--- config.mk ---
export PLATFORM = sky130hd
export DESIGN_NAME = trig_frame_link
export DESIGN_NICKNAME = d
export VERILOG_FILES = /design/src/trig_frame_pkg.sv /design/src/trig_frame_link.sv
export SDC_FILE = /design/constraint.sdc
export NUM_CORES = 1
export LEC_CHECK = 0
export BUFFER_PORTS_ARGS = -buffer_cell sky130_fd_sc_hd__buf_2
export CORE_MARGIN = 1.5
export CORE_UTILIZATION = 43
export CTS_CLUSTER_DIAMETER = 60
export CTS_CLUSTER_SIZE = 20
export DETAILED_ROUTE_END_ITERATION = 8
export PLACE_DENSITY = 0.69
export SETUP_SLACK_MARGIN = 0.05
export SKIP_LAST_GASP = 1
export SLEW_MARGIN = 15
export SYNTH_ARGS = -nofsm -noshare
export SYNTH_HDL_FRONTEND = slang
export SYNTH_SLANG_ARGS = --single-unit
--- constraint.sdc ---
create_clock -name ref_clk -period 3.9 [get_ports ref_clk]
set_input_delay 0.195 -clock ref_clk [delete_from_list [all_inputs] [get_ports ref_clk]]
set_output_delay 0.195 -clock ref_clk [all_outputs]
set_load 0.005 [all_outputs]
--- src/trig_frame_pkg.sv ---
// Shared constants and types for the triggered sensor frame link.
`default_nettype none
package trig_frame_pkg;
  // Clock and unit-time step (unit time = (3 + select) * 0.5 us).
  localparam int CLK_PERIOD_NS = 10;
  localparam int UT_STEP_NS = 500;
  localparam int UT_BASE_STEPS = 3;
  // Link timing is counted in half unit times, except NIB_BASE_UT, which is in unit times.
  localparam logic [7:0] TRIG_MIN_HALF [4] = '{8'h12, 8'h26, 8'h47, 8'h7B};
  localparam logic [7:0] TRIG_MAX_HALF [4] = '{8'h18, 8'h2E, 8'h51, 8'h87};
  localparam logic [8:0] TRIG_CONST_HALF = 9'h0B4;
  localparam logic [8:0] TRIG_VAR_ADD_HALF = 9'h018;
  localparam logic [6:0] SYNC_HALF = 7'h70;
  localparam logic [6:0] END_HALF = 7'h18;
  localparam logic [6:0] NIB_BASE_UT = 7'h0C;
  localparam logic [6:0] LOW3_HALF = 7'h06;
  localparam logic [6:0] LOW5_HALF = 7'h0A;
  // Frame checksum.
  localparam logic [3:0] CRC_SEED = 4'h5;
  localparam logic [3:0] CRC_POLY = 4'hD;
  // Register byte offsets.
  localparam logic [4:0] CTRL_OFS = 5'h00;
  localparam logic [4:0] BASE_OFS = 5'h04;
  localparam logic [4:0] ID1_OFS = 5'h08;
  localparam logic [4:0] ID2_OFS = 5'h0C;
  localparam logic [4:0] STAT_OFS = 5'h10;
  // Control register fields and reset value.
  localparam int CTRL_ADDR_LSB = 0;
  localparam int CTRL_CONST_BIT = 2;
  localparam int CTRL_LOW5_BIT = 3;
  localparam int CTRL_CNT_LSB = 4;
  localparam int CTRL_SSM_BIT = 6;
  localparam int CTRL_UT_LSB = 7;
  localparam logic [31:0] CTRL_RESET = 32'h0000_0004;
  localparam logic [15:0] WORD_RESET = 16'h0000;
  // Status register fields.
  localparam int STAT_BUSY_BIT = 4;
  localparam int STAT_LOW_LSB = 8;
  localparam logic [1:0] RESP_OKAY = 2'b00;
  localparam logic [1:0] RESP_SLVERR = 2'b10;

  typedef enum logic [1:0] {
    CNT_NIBBLE = 2'b00,
    CNT_OFF = 2'b01,
    CNT_FOLD = 2'b10
  } cnt_mode_t;

  typedef enum logic [2:0] {
    ST_WAIT_HIGH = 3'b000,
    ST_IDLE = 3'b001,
    ST_TRIG_LOW = 3'b010,
    ST_TRIG_WAIT = 3'b011,
    ST_TX = 3'b100
  } link_state_t;
endpackage
`default_nettype wire

--- src/trig_frame_link.sv ---
// Sensor-side triggered nibble frame transmitter with AXI4-Lite configuration.
//
// The implementer's own choices: register access over AXI4-Lite and the register addresses.
`default_nettype none
module trig_frame_link
  import trig_frame_pkg::*;
#(
  parameter int ADDR_W = 5
)
(
  // Clock and reset
  input wire logic ref_clk,
  input wire logic rstn,
  // AXI4-Lite write channels
  input wire logic [ADDR_W-1:0] awaddr,
  input wire logic awvalid,
  output logic awready,
  input wire logic [31:0] wdata,
  input wire logic [3:0] wstrb,
  input wire logic wvalid,
  output logic wready,
  output logic [1:0] bresp,
  output logic bvalid,
  input wire logic bready,
  // AXI4-Lite read channels
  input wire logic [ADDR_W-1:0] araddr,
  input wire logic arvalid,
  output logic arready,
  output logic [31:0] rdata,
  output logic [1:0] rresp,
  output logic rvalid,
  input wire logic rready,
  // Measurement and diagnostics from the sensor core
  input wire logic [11:0] angle_in,
  input wire logic [7:0] temp_in,
  input wire logic warn_in,
  input wire logic err_in,
  // Open-drain line
  input wire logic line_in,
  output logic line_out,
  output logic line_oe_n
);

  function automatic logic [3:0] crc_mul16(input logic [3:0] c);
    logic [3:0] v;
    v = c;
    for (int i = 0; i < 4; i++)
    begin
      v = v[3] ? ({v[2:0], 1'b0} ^ CRC_POLY) : {v[2:0], 1'b0};
    end
    return v;
  endfunction

  function automatic logic [3:0] crc_step(input logic [3:0] c, input logic [3:0] n);
    return n ^ crc_mul16(c);
  endfunction

  function automatic logic [31:0] lane_merge(input logic [31:0] old, input logic [31:0] d,
                                             input logic [3:0] s);
    logic [31:0] v;
    v = old;
    for (int i = 0; i < 4; i++)
    begin
      if (s[i])
        v[8*i +: 8] = d[8*i +: 8];
    end
    return v;
  endfunction

  logic [31:0] ctrl_r;
  logic [15:0] base_r, sid1_r, sid2_r;
  logic [ADDR_W-1:0] aw_addr_r;
  logic [31:0] w_data_r;
  logic [3:0] w_strb_r;
  logic aw_have_r, w_have_r;
  link_state_t st_r;
  logic line_s1_r, line_s2_r, line_prev_r;
  logic [8:0] div_r;
  logic [7:0] low_cnt_r;
  logic [8:0] total_cnt_r;
  logic [2:0] seg_r;
  logic [6:0] tx_cnt_r;
  logic [3:0] nib_r [6];
  logic [2:0] n_nib_r;
  logic [3:0] roll_r;
  logic [3:0] ssm_pos_r, ssm_id_r;
  logic [15:0] block_r;

  logic [1:0] cfg_addr;
  logic cfg_const, cfg_low5, cfg_ssm, cfg_fold, cfg_nib;
  logic [1:0] cfg_ut;
  assign cfg_addr = ctrl_r[CTRL_ADDR_LSB +: 2];
  assign cfg_const = ctrl_r[CTRL_CONST_BIT];
  assign cfg_low5 = ctrl_r[CTRL_LOW5_BIT];
  assign cfg_ssm = ctrl_r[CTRL_SSM_BIT];
  assign cfg_ut = ctrl_r[CTRL_UT_LSB +: 2];
  assign cfg_fold = ctrl_r[CTRL_CNT_LSB +: 2] == CNT_FOLD;
  assign cfg_nib = !cfg_fold && ctrl_r[CTRL_CNT_LSB +: 2] != CNT_OFF;

  // AXI4-Lite slave: address and data are taken in either order.
  logic aw_take, w_take, do_write, ar_take;
  assign aw_take = awvalid && awready;
  assign w_take = wvalid && wready;
  assign do_write = aw_have_r && w_have_r && !bvalid;
  assign ar_take = arvalid && arready;

  always_ff @(posedge ref_clk or negedge rstn)
  begin
    if (!rstn)
    begin
      awready <= 1'b1;
      wready <= 1'b1;
      aw_have_r <= 1'b0;
      w_have_r <= 1'b0;
      aw_addr_r <= '0;
      w_data_r <= '0;
      w_strb_r <= '0;
      bvalid <= 1'b0;
      bresp <= RESP_OKAY;
    end
    else
    begin
      if (aw_take)
      begin
        aw_addr_r <= awaddr;
        aw_have_r <= 1'b1;
        awready <= 1'b0;
      end
      if (w_take)
      begin
        w_data_r <= wdata;
        w_strb_r <= wstrb;
        w_have_r <= 1'b1;
        wready <= 1'b0;
      end
      if (do_write)
      begin
        aw_have_r <= 1'b0;
        w_have_r <= 1'b0;
        bvalid <= 1'b1;
        bresp <= (aw_addr_r == CTRL_OFS || aw_addr_r == BASE_OFS || aw_addr_r == ID1_OFS ||
                  aw_addr_r == ID2_OFS || aw_addr_r == STAT_OFS) ? RESP_OKAY : RESP_SLVERR;
      end
      if (bvalid && bready)
      begin
        bvalid <= 1'b0;
        awready <= 1'b1;
        wready <= 1'b1;
      end
    end
  end

  // Configuration changes take effect at once; software should write it between frames.
  always_ff @(posedge ref_clk or negedge rstn)
  begin
    if (!rstn)
    begin
      ctrl_r <= CTRL_RESET;
      base_r <= WORD_RESET;
      sid1_r <= WORD_RESET;
      sid2_r <= WORD_RESET;
    end
    else if (do_write)
    begin
      case (aw_addr_r)
        CTRL_OFS: ctrl_r <= lane_merge(ctrl_r, w_data_r, w_strb_r) & 32'h0000_01FF;
        BASE_OFS: base_r <= 16'(lane_merge({16'h0000, base_r}, w_data_r, w_strb_r));
        ID1_OFS: sid1_r <= 16'(lane_merge({16'h0000, sid1_r}, w_data_r, w_strb_r));
        ID2_OFS: sid2_r <= 16'(lane_merge({16'h0000, sid2_r}, w_data_r, w_strb_r));
        default: ;
      endcase
    end
  end

  always_ff @(posedge ref_clk or negedge rstn)
  begin
    if (!rstn)
    begin
      arready <= 1'b1;
      rvalid <= 1'b0;
      rdata <= 32'h0000_0000;
      rresp <= RESP_OKAY;
    end
    else if (ar_take)
    begin
      arready <= 1'b0;
      rvalid <= 1'b1;
      rresp <= RESP_OKAY;
      case (araddr)
        CTRL_OFS: rdata <= ctrl_r;
        BASE_OFS: rdata <= {16'h0000, base_r};
        ID1_OFS: rdata <= {16'h0000, sid1_r};
        ID2_OFS: rdata <= {16'h0000, sid2_r};
        STAT_OFS: rdata <= {16'h0000, low_cnt_r, 3'b000, st_r != ST_IDLE, roll_r};
        default:
        begin
          rdata <= 32'h0000_0000;
          rresp <= RESP_SLVERR;
        end
      endcase
    end
    else if (rvalid && rready)
    begin
      rvalid <= 1'b0;
      arready <= 1'b1;
    end
  end

  // Line synchroniser; the first stage feeds only the second.
  always_ff @(posedge ref_clk or negedge rstn)
  begin
    if (!rstn)
    begin
      line_s1_r <= 1'b1;
      line_s2_r <= 1'b1;
      line_prev_r <= 1'b1;
    end
    else
    begin
      line_s1_r <= line_in;
      line_s2_r <= line_s1_r;
      line_prev_r <= line_s2_r;
    end
  end

  logic fall, rise;
  assign fall = line_prev_r && !line_s2_r;
  assign rise = !line_prev_r && line_s2_r;

  logic [8:0] half_cyc;
  logic half;
  assign half_cyc = 9'(((UT_BASE_STEPS + int'(cfg_ut)) * UT_STEP_NS) / (2 * CLK_PERIOD_NS));
  assign half = div_r == half_cyc - 9'h001;

  always_ff @(posedge ref_clk or negedge rstn)
  begin
    if (!rstn)
      div_r <= '0;
    else if ((st_r == ST_IDLE && fall) || half)
      div_r <= '0;
    else
      div_r <= div_r + 9'h001;
  end

  logic hit;
  logic [8:0] target;
  logic start_frame, last_seg, seg_end;
  logic [6:0] seg_len, low_h;
  assign hit = low_cnt_r >= TRIG_MIN_HALF[cfg_addr] && low_cnt_r <= TRIG_MAX_HALF[cfg_addr];
  assign target = cfg_const ? TRIG_CONST_HALF : {1'b0, low_cnt_r} + TRIG_VAR_ADD_HALF;
  assign start_frame = st_r == ST_TRIG_WAIT && half && total_cnt_r >= target - 9'h001;
  assign last_seg = seg_r == n_nib_r + 3'h1;
  assign seg_len = (seg_r == 3'h0) ? SYNC_HALF : last_seg ? END_HALF :
                   7'((NIB_BASE_UT + 7'(nib_r[seg_r - 3'h1])) << 1);
  assign seg_end = half && tx_cnt_r == seg_len - 7'h01;
  assign low_h = cfg_low5 ? LOW5_HALF : LOW3_HALF;

  always_ff @(posedge ref_clk or negedge rstn)
  begin
    if (!rstn)
      st_r <= ST_WAIT_HIGH;
    else
    begin
      case (st_r)
        ST_WAIT_HIGH: if (line_s2_r) st_r <= ST_IDLE;
        ST_IDLE: if (fall) st_r <= ST_TRIG_LOW;
        ST_TRIG_LOW: if (rise) st_r <= hit ? ST_TRIG_WAIT : ST_IDLE;
        ST_TRIG_WAIT: if (start_frame) st_r <= ST_TX;
        ST_TX: if (seg_end && last_seg) st_r <= ST_WAIT_HIGH;
        default: st_r <= ST_WAIT_HIGH;
      endcase
    end
  end

  always_ff @(posedge ref_clk or negedge rstn)
  begin
    if (!rstn)
    begin
      low_cnt_r <= '0;
      total_cnt_r <= '0;
    end
    else if (st_r == ST_IDLE)
    begin
      if (fall)
      begin
        low_cnt_r <= '0;
        total_cnt_r <= '0;
      end
    end
    else if (half && (st_r == ST_TRIG_LOW || st_r == ST_TRIG_WAIT))
    begin
      if (st_r == ST_TRIG_LOW && low_cnt_r != 8'hFF)
        low_cnt_r <= low_cnt_r + 8'h01;
      if (total_cnt_r != 9'h1FF)
        total_cnt_r <= total_cnt_r + 9'h001;
    end
  end

  // Slow channel block for the current identifier.
  logic [7:0] ssm_data;
  logic [15:0] block_now;
  logic ssm_bit;
  always_comb
  begin
    case (ssm_id_r[2:0])
      3'h1: ssm_data = base_r[15:8];
      3'h2: ssm_data = base_r[7:0];
      3'h4: ssm_data = sid1_r[15:8];
      3'h5: ssm_data = sid1_r[7:0];
      3'h6: ssm_data = sid2_r[15:8];
      3'h7: ssm_data = sid2_r[7:0];
      default: ssm_data = temp_in;
    endcase
    block_now = {ssm_id_r, ssm_data, crc_mul16(crc_step(crc_step(crc_step(CRC_SEED, ssm_id_r),
                 ssm_data[7:4]), ssm_data[3:0]))};
    ssm_bit = (ssm_pos_r == 4'h0) ? block_now[15] : block_r[4'hF - ssm_pos_r];
  end

  // Frame nibbles and checksum assembled at frame start.
  logic [3:0] stat_nib, crc_nib, crc_acc;
  always_comb
  begin
    stat_nib = {err_in, warn_in, cfg_ssm ? {ssm_pos_r == 4'h0, ssm_bit} : cfg_addr};
    crc_acc = crc_step(CRC_SEED, stat_nib);
    crc_acc = crc_step(crc_acc, angle_in[11:8]);
    crc_acc = crc_step(crc_acc, angle_in[7:4]);
    crc_acc = crc_step(crc_acc, angle_in[3:0]);
    if (cfg_nib)
      crc_acc = crc_step(crc_acc, roll_r);
    if (cfg_fold || cfg_ssm)
      crc_acc = crc_step(crc_acc, {cfg_fold ? roll_r[1:0] : 2'b00, cfg_ssm ? cfg_addr : 2'b00});
    crc_nib = crc_mul16(crc_acc);
  end

  always_ff @(posedge ref_clk or negedge rstn)
  begin
    if (!rstn)
    begin
      for (int i = 0; i < 6; i++)
        nib_r[i] <= 4'h0;
      n_nib_r <= 3'h5;
    end
    else if (start_frame)
    begin
      nib_r[0] <= stat_nib;
      nib_r[1] <= angle_in[11:8];
      nib_r[2] <= angle_in[7:4];
      nib_r[3] <= angle_in[3:0];
      nib_r[4] <= cfg_nib ? roll_r : crc_nib;
      nib_r[5] <= crc_nib;
      n_nib_r <= cfg_nib ? 3'h6 : 3'h5;
    end
  end

  always_ff @(posedge ref_clk or negedge rstn)
  begin
    if (!rstn)
      roll_r <= 4'h0;
    else if (start_frame)
      roll_r <= roll_r + 4'h1;
  end

  // one bit per frame, sixteen per block
  always_ff @(posedge ref_clk or negedge rstn)
  begin
    if (!rstn)
    begin
      ssm_pos_r <= 4'h0;
      ssm_id_r <= 4'h0;
      block_r <= 16'h0000;
    end
    else if (start_frame && cfg_ssm)
    begin
      ssm_pos_r <= ssm_pos_r + 4'h1;
      if (ssm_pos_r == 4'h0)
        block_r <= block_now;
      if (ssm_pos_r == 4'hF)
        ssm_id_r <= ssm_id_r + 4'h1;
    end
  end

  always_ff @(posedge ref_clk or negedge rstn)
  begin
    if (!rstn)
    begin
      seg_r <= 3'h0;
      tx_cnt_r <= 7'h00;
    end
    else if (start_frame)
    begin
      seg_r <= 3'h0;
      tx_cnt_r <= 7'h00;
    end
    else if (st_r == ST_TX && half)
    begin
      tx_cnt_r <= seg_end ? 7'h00 : tx_cnt_r + 7'h01;
      if (seg_end)
        seg_r <= seg_r + 3'h1;
    end
  end

  // drive low only in the low phase
  always_ff @(posedge ref_clk or negedge rstn)
  begin
    if (!rstn)
    begin
      line_oe_n <= 1'b1;
      line_out <= 1'b0;
    end
    else
    begin
      line_oe_n <= !(st_r == ST_TX && tx_cnt_r < low_h);
      line_out <= 1'b0;
    end
  end
endmodule // trig_frame_link
`default_nettype wire

* After elaboration in Yosys (flattened, before gate mapping)
Index checks and enable logic that the tools add are counted.
** Cells by class
- $add $sub $neg :: 17
- $mul :: 1
- Div/mod/pow operators :: 1
- Magnitude comparators :: 7
- Equality and inequality tests :: 32
- Shifts and indexed selects :: 0
- Muxes and demuxes :: 99
- Bitwise operators :: 47
- Reduce and logical (&&, ||, !) cells :: 64
** Operators by type and width (number)
- two-way mux 4 bit :: 42
- inverter 3 bit :: 36
- one-hot mux 16 bit (5 select lines) :: 1
- two-way mux 8 bit :: 8
- two-way mux 9 bit :: 6
- one-hot mux 8 bit (6 select lines) :: 1
- binary-select mux 8 bit (select 2 bit) :: 2
- divider 32 x 6 -> 32 bit, second input constant :: 1
- AND reduction 3 bit :: 10
- two-way mux 7 bit :: 4
- bitwise XOR 4 bit :: 7
- two-way mux 3 bit :: 8
- nonzero test 2 bit :: 11
- logical AND 1 bit :: 21
- == test 5 x 4 -> 1 bit, second input constant :: 4
- adder 9 x 1 -> 9 bit, second input constant :: 2
- subtractor 9 x 1 -> 9 bit, second input constant :: 2
- two-way mux 1 bit :: 16
- == test 3 bit, second input constant :: 5
- one-hot mux 3 bit (5 select lines) :: 1
- two-way mux 2 bit :: 7
- adder 4 x 1 -> 4 bit, second input constant :: 3
- binary-select mux 4 bit (select 3 bit) :: 1
- == test 5 x 3 -> 1 bit, second input constant :: 2
- other kinds (43) :: 67
** Word-level totals
- Bits in registers :: 221
- Bits in latches :: 0
- RAM bits :: 0
- ROM bits :: 0
- Input bits :: 76
- Output and inout port bits :: 43
- Logic and storage cells :: 310
- Memories :: 0

* Logic depth before layout (Yosys ltp)
Gate-level depths: netlist of run 1.
- Depth after elaboration :: 62
- Mapped depth :: 19
- Depth with buffers taken out :: 17

* Worst setup path after synthesis of run 1
No wires, ideal clock.
- Path type :: register to register
- Start point :: reg ctrl_r[2]
- End point :: reg block_r[14]
- Setup time :: 0.125 ns
- Arrival :: 3.878 ns
- Data required time :: 3.775 ns
- Setup slack :: -0.103 ns
- Stages on the path, launching flop included :: 16
- Buffers on the path :: 2
- Period minus slack after synthesis :: 4.003 ns
- Cells stage by stage :: dfstp_2 clkbuf_1 nand2b_1 ha_1 nand3b_1 nor4b_1 mux2i_1 nor3b_1 a31oi_1 or2_2 ha_1 a21oi_1 nor3_2 nand3_1 clkbuf_1 mux2_2
** Between the ends
- Word-level cells in the longest chain between the ends :: 6
** RTL lines
- from (decl) :: line trig_frame_link.sv:70 : logic [31:0] ctrl_r;
- from (signal assigned) :: line trig_frame_link.sv:166 : CTRL_OFS: ctrl_r <= lane_merge(ctrl_r, w_data_r, w_strb_r) & 32'h0000_01FF;
- two-way mux 9 bit :: line trig_frame_link.sv:250 : assign target = cfg_const ? TRIG_CONST_HALF : {1'b0, low_cnt_r} + TRIG_VAR_ADD_HALF;
- subtractor 9 x 1 -> 9 bit :: line trig_frame_link.sv:251 : assign start_frame = st_r == ST_TRIG_WAIT && half && total_cnt_r >= target - 9'h001;
- >= comparator 9 bit :: line trig_frame_link.sv:251
- logical AND 1 bit :: line trig_frame_link.sv:251
- logical AND 1 bit :: line trig_frame_link.sv:372 : else if (start_frame && cfg_ssm)
- AND reduction 2 bit (no source line)
- to (signal assigned) :: line trig_frame_link.sv:376 : block_r <= block_now;
- to (decl) :: line trig_frame_link.sv:87 : logic [15:0] block_r;
Every way passes these cells.
A chain may end at the register's enable or synchronous reset.

* Final worst setup path of run 1
- Start point :: reg ctrl_r[8]
- End point :: reg total_cnt_r[5]
** Between the ends
- Word-level cells in the longest chain between the ends :: 8
** RTL lines
- adder 2 x 2 -> 3 bit :: line trig_frame_link.sv:232 : assign half_cyc = 9'(((UT_BASE_STEPS + int'(cfg_ut)) * UT_STEP_NS) / (2 * CLK_PERIOD_NS));
- multiplier 3 x 7 -> 10 bit :: line trig_frame_link.sv:232
- divider 32 x 6 -> 32 bit :: line trig_frame_link.sv:232
- subtractor 9 x 1 -> 9 bit :: line trig_frame_link.sv:233 : assign half = div_r == half_cyc - 9'h001;
- == test 9 bit :: line trig_frame_link.sv:233
- logical AND 1 bit :: line trig_frame_link.sv:290 : else if (half && (st_r == ST_TRIG_LOW || st_r == ST_TRIG_WAIT))
- nonzero test 2 bit (no source line)
- AND reduction 3 bit (no source line)
- to (signal assigned) :: line trig_frame_link.sv:295 : total_cnt_r <= total_cnt_r + 9'h001;
- to (decl) :: line trig_frame_link.sv:80 : logic [8:0] total_cnt_r;
Every way passes these cells.

==> results.toml, run 1 <==
[routing]
routed-wl-met2_um = 13700
ant_nets = 0
top_layer = "met4"
wirelength_um = 29700
wl_met3_um = 1670
first_pass_iters = 8
wl_per_cell_um = 17.7
drc = 0
via_per_inst = 5.42
drt_iter0_markers = 817
dr_total_vias = 9111
m1WireLength_um = 13300

[global_routing]
grt_usage_pct = 20.9
grt_max_degree = 87
grt-ovfl-total = 0
grt_first_pass_wirelength_um = 48500
grt_pass1_vias = 9172
antenna_found_initial = 1

[layout]
nets = 1434
utilization_pct = 52.6
multi_input_area_mm2 = 0.00669
area_delta_synth_final_pct = 19.4
final_area_mm2 = 0.0143
regArea_mm2 = 0.00507
fillers = 2446
antenna-diode-count = 0
final_layout_size_suffix_gt1_share_pct = 26.2

[synthesis]
ys_ff_latch = 202
yosys_warnings = 0
synth_common_cells = "193 x dfrtp_1, 132 x nand2_1, 108 x mux2_2"
ys_seq_area_share_pct = 42.3
syn_area_per_cell_um2 = 10.5
synth_edf_count = 0
yosys.area.top_type = "dfrtp_1"
synth_most_common_cell = "dfrtp_1"
yosys.area.top_type_share_pct = 40.3
yosys.cell_types.count = 74
synth-main-ff-cell = "dfrtp_1"
synthCells = 1143
synthArstFlopShare_pct = 100
syn_area_mm2 = 0.0120
synth_area_leaders = "dfrtp_1 40%, mux2_2 10%, ha_1 6.5%, xnor2_1 5.0%, nand2_1 4.1%"

[die]
coreArea_mm2 = 0.0272
die_h_um = 170
boundaryPins = 119
die_w_um = 170
row_count = 60
initial_core_util_pct = 44.1
die-area_mm2 = 0.0289

[critical_path]
crit_type = "reg2reg"
cp.depth = 16
crit_start = "ctrl_r[8]"
worstPathMaxFanout = 6
cp-end-kind = "register"
critPathBufInv = 1
crit_chain = "inv_4 -> ha_4 -> ha_4 -> and4b_1 -> nor3_2 -> o21ai_2 -> a21oi_2 -> o22ai_2 -> a21oi_2 -> a21oi_2 -> nor3_2 -> o2111ai_4 -> or4b_4 -> or3_4 -> or3_1 -> a21oi_2"
worstRegToRegCells = 16
timing.rr.start = "ctrl_r[8]"
worstPathRequired_ns = 4.32
path_delay_family = "simple AND/OR/NAND/NOR gates"
arrival_ns = 4.23
max_stage_delay_ns = 0.53
cp-start-kind = "register"
cp_common_cell = "a21oi_2"
cp_slowest_cell = "or4b_4"

[sta]
fmax_mhz = 263
rsz0062_at_grt = "true"
holdWs_ns = 0.0358
finalSetupViolCount = 0
skew_ns = 0.0348
post-route-period-util_pct = 97.7
min_period_ns = 3.81
report.final.slew_viol_count = 0
slew_headroom_pct = 42.4
tightest_slew_ns = 0.862
finalHoldViolCount = 0

[cts]
cts_sinks = 202
cts_tree = "done"
cts_buffers = 18
insertion_delay_ns = 0.52
cts_max_level = 1
clk_pin_slew_ns = 0.07
cts_buffer_depth = 3
cts_root_buf = "clkbuf_16"

[place]
globalplace.congestion = 0.940
port-buffer-count = 81
placed_cell_area_mm2 = 0.0129
hpwl_um = 21300

[pwr]
ir_worst_vdd_v = 0.000380
p_per_area_mw_per_mm2 = 509
cellLeakagePower_nw = 6.56

[min_path]
hp-class = "in2reg"
worstHoldPathCells = 3
min-delay-start = "angle_in[1]"

[outcome]
status = "finished, final reports clean"

[flow_run]
cap_viol_max_count = 0
==> worst register-to-register path, delay by kind of cell, from the launching register on <==
| kind | cells | cell delay (ns) |
|---|---|---|
| AND/OR/NAND/NOR | 6 | 1.89 |
| AO/OA/AOI/OAI | 7 | 0.94 |
| flip-flops | 1 | 0.48 |
| adder cells (fa/ha/maj) | 2 | 0.31 |
| buffers and inverters | 1 | 0.08 |
==> power by group <==
group,internal (W),switching [W],total (W)
logic,0.00124,0.00110,0.00234
registers,0.00258,0.000527,0.00310
clock network,0.000970,0.000862,0.00183
==> per-layer routing <==
layer,up-vias,GRT usage [%]
met3,61,3.67
met4,0,7.73
li1,4333,-
met2,271,34.0
met5,-,0
met1,4446,28.0
==> registers in the layout, indices dropped and copies added, names as in the netlist, 2 cells and up <==
register	flops
nib_r	24
base_r	16
block_r	16
rdata	16
sid1_r	16
sid2_r	16
w_data_r	16
ctrl_r	9
div_r	9
total_cnt_r	9
low_cnt_r	8
tx_cnt_r	7
aw_addr_r	5
roll_r	4
ssm_id_r	4
ssm_pos_r	4
seg_r	3
st_r	3
n_nib_r	2
w_strb_r	2
==> kinds of logic (layout without fill, tap and decap cells) <==
logic type	after synthesis	after routing	share of synthesized area, %
simple gates	330	330	13.2
flops	202	202	42.3
compound gates	197	197	11.7
mux	129	129	12.6
xor+xnor	116	116	9.29
buf+inv	106	253	4.41
fa+ha+maj	62	62	6.48
other cells	1	19	0.0313
==> placed cells by master, fill, tap and decap left out, types with 5 or more instances in the layout <==
cell type / instances
dlygate4sd3_1: 46
nand3_1: 30
a31oi_1: 8
clkbuf_16: 18
a221o_1: 7
xor2_1: 39
conb_1: 19
dfstp_2: 9
dfrtp_1: 189
a21oi_2: 6
nand2b_1: 13
xnor2_1: 68
mux2_2: 108
nor2b_1: 19
a21o_1: 12
a22o_1: 25
and2_1: 9
inv_1: 31
ha_1: 53
a211oi_1: 5
nor2_1: 58
a222oi_1: 18
o21ai_0: 40
a21oi_1: 33
buf_4: 57
mux2i_1: 14
nand3b_1: 6
nor3_1: 13
ha_4: 6
nand2_1: 132
and3_1: 7
nand4_1: 8
nor3b_1: 5
buf_2: 80
==> metrics by stage <==
step | TNS (ns) | power (W) | std cells | setup slack [ns]
6_report | 0 | 0.00728 | 1680 | 0.0908
2_1_floorplan | 0 | 0.00463 | 1161 | 0.0907
3_3_place_gp | 0 | 0.00521 | 1591 | 0.0101
4_1_cts | 0 | 0.00723 | 1673 | 0.0399
3_5_place_dp | -1.03 | 0.00530 | 1591 | -0.118
5_1_grt | -0.181 | 0.00772 | 1680 | -0.0687
==> final timing paths <==
kind,slack [ns],endpoint
setup / recovery,0.09,total_cnt_r[5]
hold / removal,0.04,nib_r[9]
setup reg to reg,0.09,total_cnt_r[5]
hold reg to reg,0.37,line_s2_r
max in group asynchronous,2.53,ssm_pos_r[0]
min in group asynchronous,0.33,tx_cnt_r[5]
==> repair_timing <==
| action | CTS | global route |
|---|---|---|
| gates resized for setup | 17 | 39 |
| pin swaps | 12 | 10 |
| hold buffers | 46 | 0 |
| buffers inserted | 4 | 7 |
| hold endpoints to repair | 123 | 0 |
| endpoints found under the setup margin | 48 | 61 |
==> layout make-up <==
| type | instances | area share [%] |
|---|---|---|
| tap | 372 | 3.26 |
| inverter | 34 | 0.954 |
| clock inverter | 9 | 0.840 |
| multi-input combinational | 853 | 46.8 |
| timing repair buffer | 187 | 9.35 |
| sequential | 202 | 35.5 |
| clock buffer | 23 | 3.35 |
Note: power is estimated with default switching activity, not from simulation.
==> run 2, diff against run 1 <==
- CELL_PAD_IN_SITES_DETAIL_PLACEMENT: unset -> 2
- CELL_PAD_IN_SITES_GLOBAL_PLACEMENT: unset -> 2
- CORE_UTILIZATION: 43 -> 35
- CTS_CLUSTER_DIAMETER: 60 -> 80
- PLACE_DENSITY: 0.69 -> 0.82
==> run 2 against run 1 <==
  * The flow now finishes with violations (setup timing)
  * Clock-buffer cell count is 3 lower
  * Critical path depth rose by 4
  * Clock power fell by 10%
  * Core utilization down 8.9 points
  * Total power grew 4.5%
==> results.toml, run 2 (synthesized netlist as in run 1, its figures left out) <==
[die]
initial_core_util_pct = 35.6
die_h_um = 188
row_count = 67
boundaryPins = 119
die_w_um = 188
coreArea_mm2 = 0.0336
die-area_mm2 = 0.0353

[critical_path]
cp-start-kind = "register"
worstPathMaxFanout = 6
cp-end-kind = "register"
crit_type = "reg2reg"
worstPathRequired_ns = 4.31
crit_start = "ctrl_r[8]"
arrival_ns = 4.48
rrSetupSlack_ns = -0.17
timing.rr.start = "ctrl_r[8]"

[layout]
utilization_pct = 43.7
nets = 1459
regArea_mm2 = 0.00507
top_register = "nib_r"
multi_input_area_mm2 = 0.00679
fillers = 3444
final_layout_size_suffix_gt1_share_pct = 28.4
final_area_mm2 = 0.0147
area_delta_synth_final_pct = 22.6
largest_register_ffs = 24
mostFrequentLayoutCell = "dfrtp_1"
final_cell_mix = "190 x dfrtp_1, 130 x nand2_1, 106 x mux2_2, 80 x buf_2, 71 x buf_4"

[min_path]
hp-class = "in2reg"
min-delay-start = "angle_in[1]"

[routing]
wirelength_um = 46600
drt_iter0_markers = 739
first_pass_iters = 6
wl_per_cell_um = 26.2
via_per_inst = 5.66
drc = 0
dr_total_vias = 10100
ant_nets = 0

[cts]
cts_tree = "done"
cts_sinks = 202
cts_buffers = 15
cts_root_buf = "clkbuf_16"
insertion_delay_ns = 0.52
clk_pin_slew_ns = 0.09
cts_buffer_depth = 3
cts_max_level = 1

[place]
globalplace.congestion = 0.810
placed_cell_area_mm2 = 0.0131
pre_cts_ws_ns = -0.287
hpwl_um = 26500
port-buffer-count = 81

[sta]
fmax_mhz = 246
fin_ws_ns = -0.172
min_period_ns = 4.07
slew_headroom_pct = 31.6
post-route-period-util_pct = 104
skew_ns = 0.0309
holdWs_ns = 0.0646
fin_setup_tns_ns = -1.87
finalHoldViolCount = 0
report.final.slew_viol_count = 0
finalSetupViolCount = 28
rsz0062_at_grt = "true"
tightest_slew_ns = 1.02

[global_routing]
grt_max_degree = 94
grt-ovfl-total = 0
grt_first_pass_wirelength_um = 65400
grt_usage_pct = 23.5
antenna_found_initial = 2
grt_pass1_vias = 11000

[pwr]
cellLeakagePower_nw = 6.74
ir_worst_vdd_v = 0.000299
p_per_area_mw_per_mm2 = 518

[outcome]
violations = "setup timing"
status = "complete, but fails checks"

[flow_run]
cap_viol_max_count = 0
## run 2: changes by cell type in the layout (fill, tap and decap cells not counted), moves of 4 or more
cell     delta
buf_6       +8
nor3_1      -5
o21ai_0     -6
o21ai_1     +4
buf_4      +14
## run 2: routing by layer
layer  GRT usage [%]  vias up  wire length (µm)
met3            3.09      124              2040
met1            28.1     5229             18500
li1                -     4384                 -
met5               0        -                 0
met4            9.29        0              1930
met2            42.4      329             24200
## run 2: power by group
part	internal (W)	switching, W	leakage [nW]
combinational	0.00132	0.00147	3.97
sequential	0.00257	0.000607	2.55
clock	0.000759	0.000880	0.223
total	0.00465	0.00295	6.74
## run 2: critical path, stage by stage, from the launching register on
cell	delay [ns]
dfrtp_2	0.47
inv_2	0.10
ha_4	0.18
ha_2	0.17
and4b_2	0.24
nor3_4	0.24
o21ai_4	0.11
a21oi_1	0.17
o22ai_1	0.12
a21oi_1	0.18
a21oi_2	0.10
nor3_2	0.25
o2111ai_4	0.21
buf_6	0.18
buf_6	0.13
nor3_4	0.34
buf_4	0.18
buf_6	0.11
buf_4	0.10
nand4_1	0.12
xnor2_1	0.26
## run 2: repair_timing
| action | CTS | global route |
|---|---|---|
| gates cloned | 0 | 4 |
| pin swaps | 7 | 22 |
| buffers inserted | 3 | 25 |
| hold endpoints to repair | 130 | 0 |
| endpoints found under the setup margin | 75 | 72 |
| resized for setup | 27 | 68 |
| hold buffers | 45 | 0 |
## run 2: worst paths after layout
| kind | depth (start not counted) | endpoint |
|---|---|---|
| setup / recovery | 20 | roll_r[3] |
| max in group asynchronous | 3 | w_data_r[6] |
| min in group asynchronous | 2 | div_r[2] |
| setup reg to reg | 20 | roll_r[3] |
| hold / removal | 3 | nib_r[9] |
| hold reg to reg | 0 | line_s2_r |
## run 2: cell type report
type                       count  share of cell area, %
clock inverter                 5                  0.341
tap                          448                   3.82
inverter                      34                  0.912
clock buffer                  20                   2.75
multi-input combinational    853                   46.3
sequential                   202                   34.5
antenna                        2                 0.0341
timing repair buffer         215                   11.3
## run 2: per-stage QoR
step                std cells  power, W
floorplan                1161   0.00463
global placement         1675   0.00526
detailed placement       1675   0.00547
CTS                      1748   0.00720
global route             1779   0.00796
finish                   1779   0.00760
==> run 3, diff against run 2 <==
- BUFFER_PORTS_ARGS: -buffer_cell sky130_fd_sc_hd__buf_2 -> unset
- CORE_UTILIZATION: 35 -> 38
- DONT_BUFFER_PORTS: unset -> 1
==> run 3 against run 2 <==
  * The run ends with hold timing, setup timing left
  * Via count decreased by 1.8%
  * Cell count decreased by 7.2%
  * Clock power increased by 9%
  * Total power increased by 3.8%
  * Clock skew increased by 0.0062 ns
  * Critical path type unchanged
  * Critical endpoint is now st_r[0]
  * Largest power group unchanged
==> results.toml, run 3 (synthesized netlist as in run 1, its figures left out) <==
[outcome]
status = "complete, but fails checks"
violations = "hold timing, setup timing"

[critical_path]
crit_start = "seg_r[1]"
rrSetupSlack_ns = -0.23
worstPathMaxFanout = 6
r2r-end = "st_r[0]"
worstRegToRegCells = 16
cp-end-kind = "register"
worstPathRequired_ns = 4.28
cp-start-kind = "register"
arrival_ns = 4.51
crit_type = "reg2reg"
timing.rr.start = "seg_r[1]"

[layout]
mostFrequentLayoutCell = "dfrtp_1"
final_cell_mix = "190 x dfrtp_1, 124 x nand2_1, 104 x mux2_2, 68 x buf_4, 62 x xnor2_1"
area_delta_synth_final_pct = 20.7
largest_register_ffs = 24
final_area_mm2 = 0.0145
nets = 1383
top_register = "nib_r"
final_layout_size_suffix_gt1_share_pct = 25.3
antenna-diode-count = 0
fin_cells = 1651

[cts]
insertion_delay_ns = 0.52
cts_hold_buf = 47
cts_sinks = 202
cts_root_buf = "clkbuf_16"
clk_pin_slew_ns = 0.12
cts_buffers = 16
cts_max_level = 1
cts_tree = "done"
cts_buffer_depth = 3

[sta]
rsz0062_at_grt = "true"
report.final.slew_viol_count = 0
tightest_slew_ns = 1.05
post-route-period-util_pct = 106
fin_setup_tns_ns = -1.85
min_period_ns = 4.13
fin_ws_ns = -0.231
skew_ns = 0.0371
finalSetupViolCount = 30
finalHoldViolCount = 202
fmax_mhz = 242
holdWs_ns = -0.623
slew_headroom_pct = 30.1

[die]
die-area_mm2 = 0.0326
initial_core_util_pct = 38.8
coreArea_mm2 = 0.0308
die_h_um = 181
row_count = 64
die_w_um = 181
boundaryPins = 119

[place]
pre_cts_ws_ns = -0.275
place_inst = 1544
port-buffer-count = 0
placed_cell_area_mm2 = 0.0126
hpwl_um = 26700
globalplace.congestion = 0.796

[routing]
first_pass_iters = 8
drt_iter0_markers = 716
wl_per_cell_um = 29.5
ant_nets = 0
dr_total_vias = 9884
wirelength_um = 48800
drc = 0
via_per_inst = 5.99

[global_routing]
grt_usage_pct = 25.5
grt_first_pass_wirelength_um = 65200
grt_max_degree = 203
grt-ovfl-total = 0
antenna_found_initial = 0
grt_pass1_vias = 10900

[pwr]
finalPower_w = 0.00789
cellLeakagePower_nw = 6.52
p_per_area_mw_per_mm2 = 546
ir_worst_vdd_v = 0.000359

[flow_run]
cap_viol_max_count = 0

[min_path]
hp-class = "in2async"
==> run 3: worst max-delay path by stage <==
stage               slack (ns)        endpoint
floorplan                 0.09     block_r[14]
global placement          0.04  total_cnt_r[5]
detailed placement       -0.27  total_cnt_r[5]
CTS                       0.04  total_cnt_r[5]
global route             -0.41         st_r[0]
finish                   -0.23         st_r[0]
==> run 3: metrics by stage <==
| stage | hold WS, ns | util [%] |
|---|---|---|
| final | -0.623 | 46.9 |
| after global routing | -0.647 | 46.9 |
| after detailed placement | -0.0851 | 40.9 |
| after CTS | -0.615 | 44.5 |
| after global placement | -0.0860 | 40.9 |
| after floorplan | -0.101 | - |
==> run 3: repair_timing <==
action / CTS / global route
pin swaps: 7 / 30
setup endpoints to repair: 62 / 79
gates resized for setup: 17 / 109
hold endpoints to repair: 249 / 202
buffers inserted: 4 / 23
cloned: 0 / 5
==> run 3: final cells by class <==
type / count / area [µm²]
Multi-Input combinational cell: 853 / 6900
Timing Repair Buffer: 138 / 1330
Inverter: 34 / 133
Fill cell: 3044 / 16400
Clock inverter: 6 / 75.1
Clock buffer: 22 / 444
Tap cell: 396 / 495
Sequential cell: 202 / 5070
==> run 3: power by group <==
part	switching, W	total (W)	internal, W
Sequential	0.000692	0.00327	0.00257
Combinational	0.00149	0.00284	0.00136
Clock	0.000940	0.00178	0.000843
Total	0.00312	0.00789	0.00477
==> run 3: worst max-delay path: stages (launching register included) <==
cell and delay (ns):
dfrtp_1 0.43, inv_1 0.14, ha_1 0.26, xnor2_2 0.22, nor3_1 0.37, nor2_1 0.09, ha_1 0.29, nor3b_2 0.37
nand4b_1 0.18, o211ai_1 0.18, nand4_1 0.19, nor2_2 0.17, a21oi_1 0.10, o21ai_0 0.21, o21ai_1 0.15, a21oi_1 0.27
mux2_2 0.38
==> run 3: routing by layer <==
layer  GRT usage, %  up-vias  routed length, µm
li1               -     4211                  -
met1           30.2     5192              19000
met2           47.0      340              25800
met3           3.70      141               1910
met4           9.11        0               2110
met5              0        -                  0
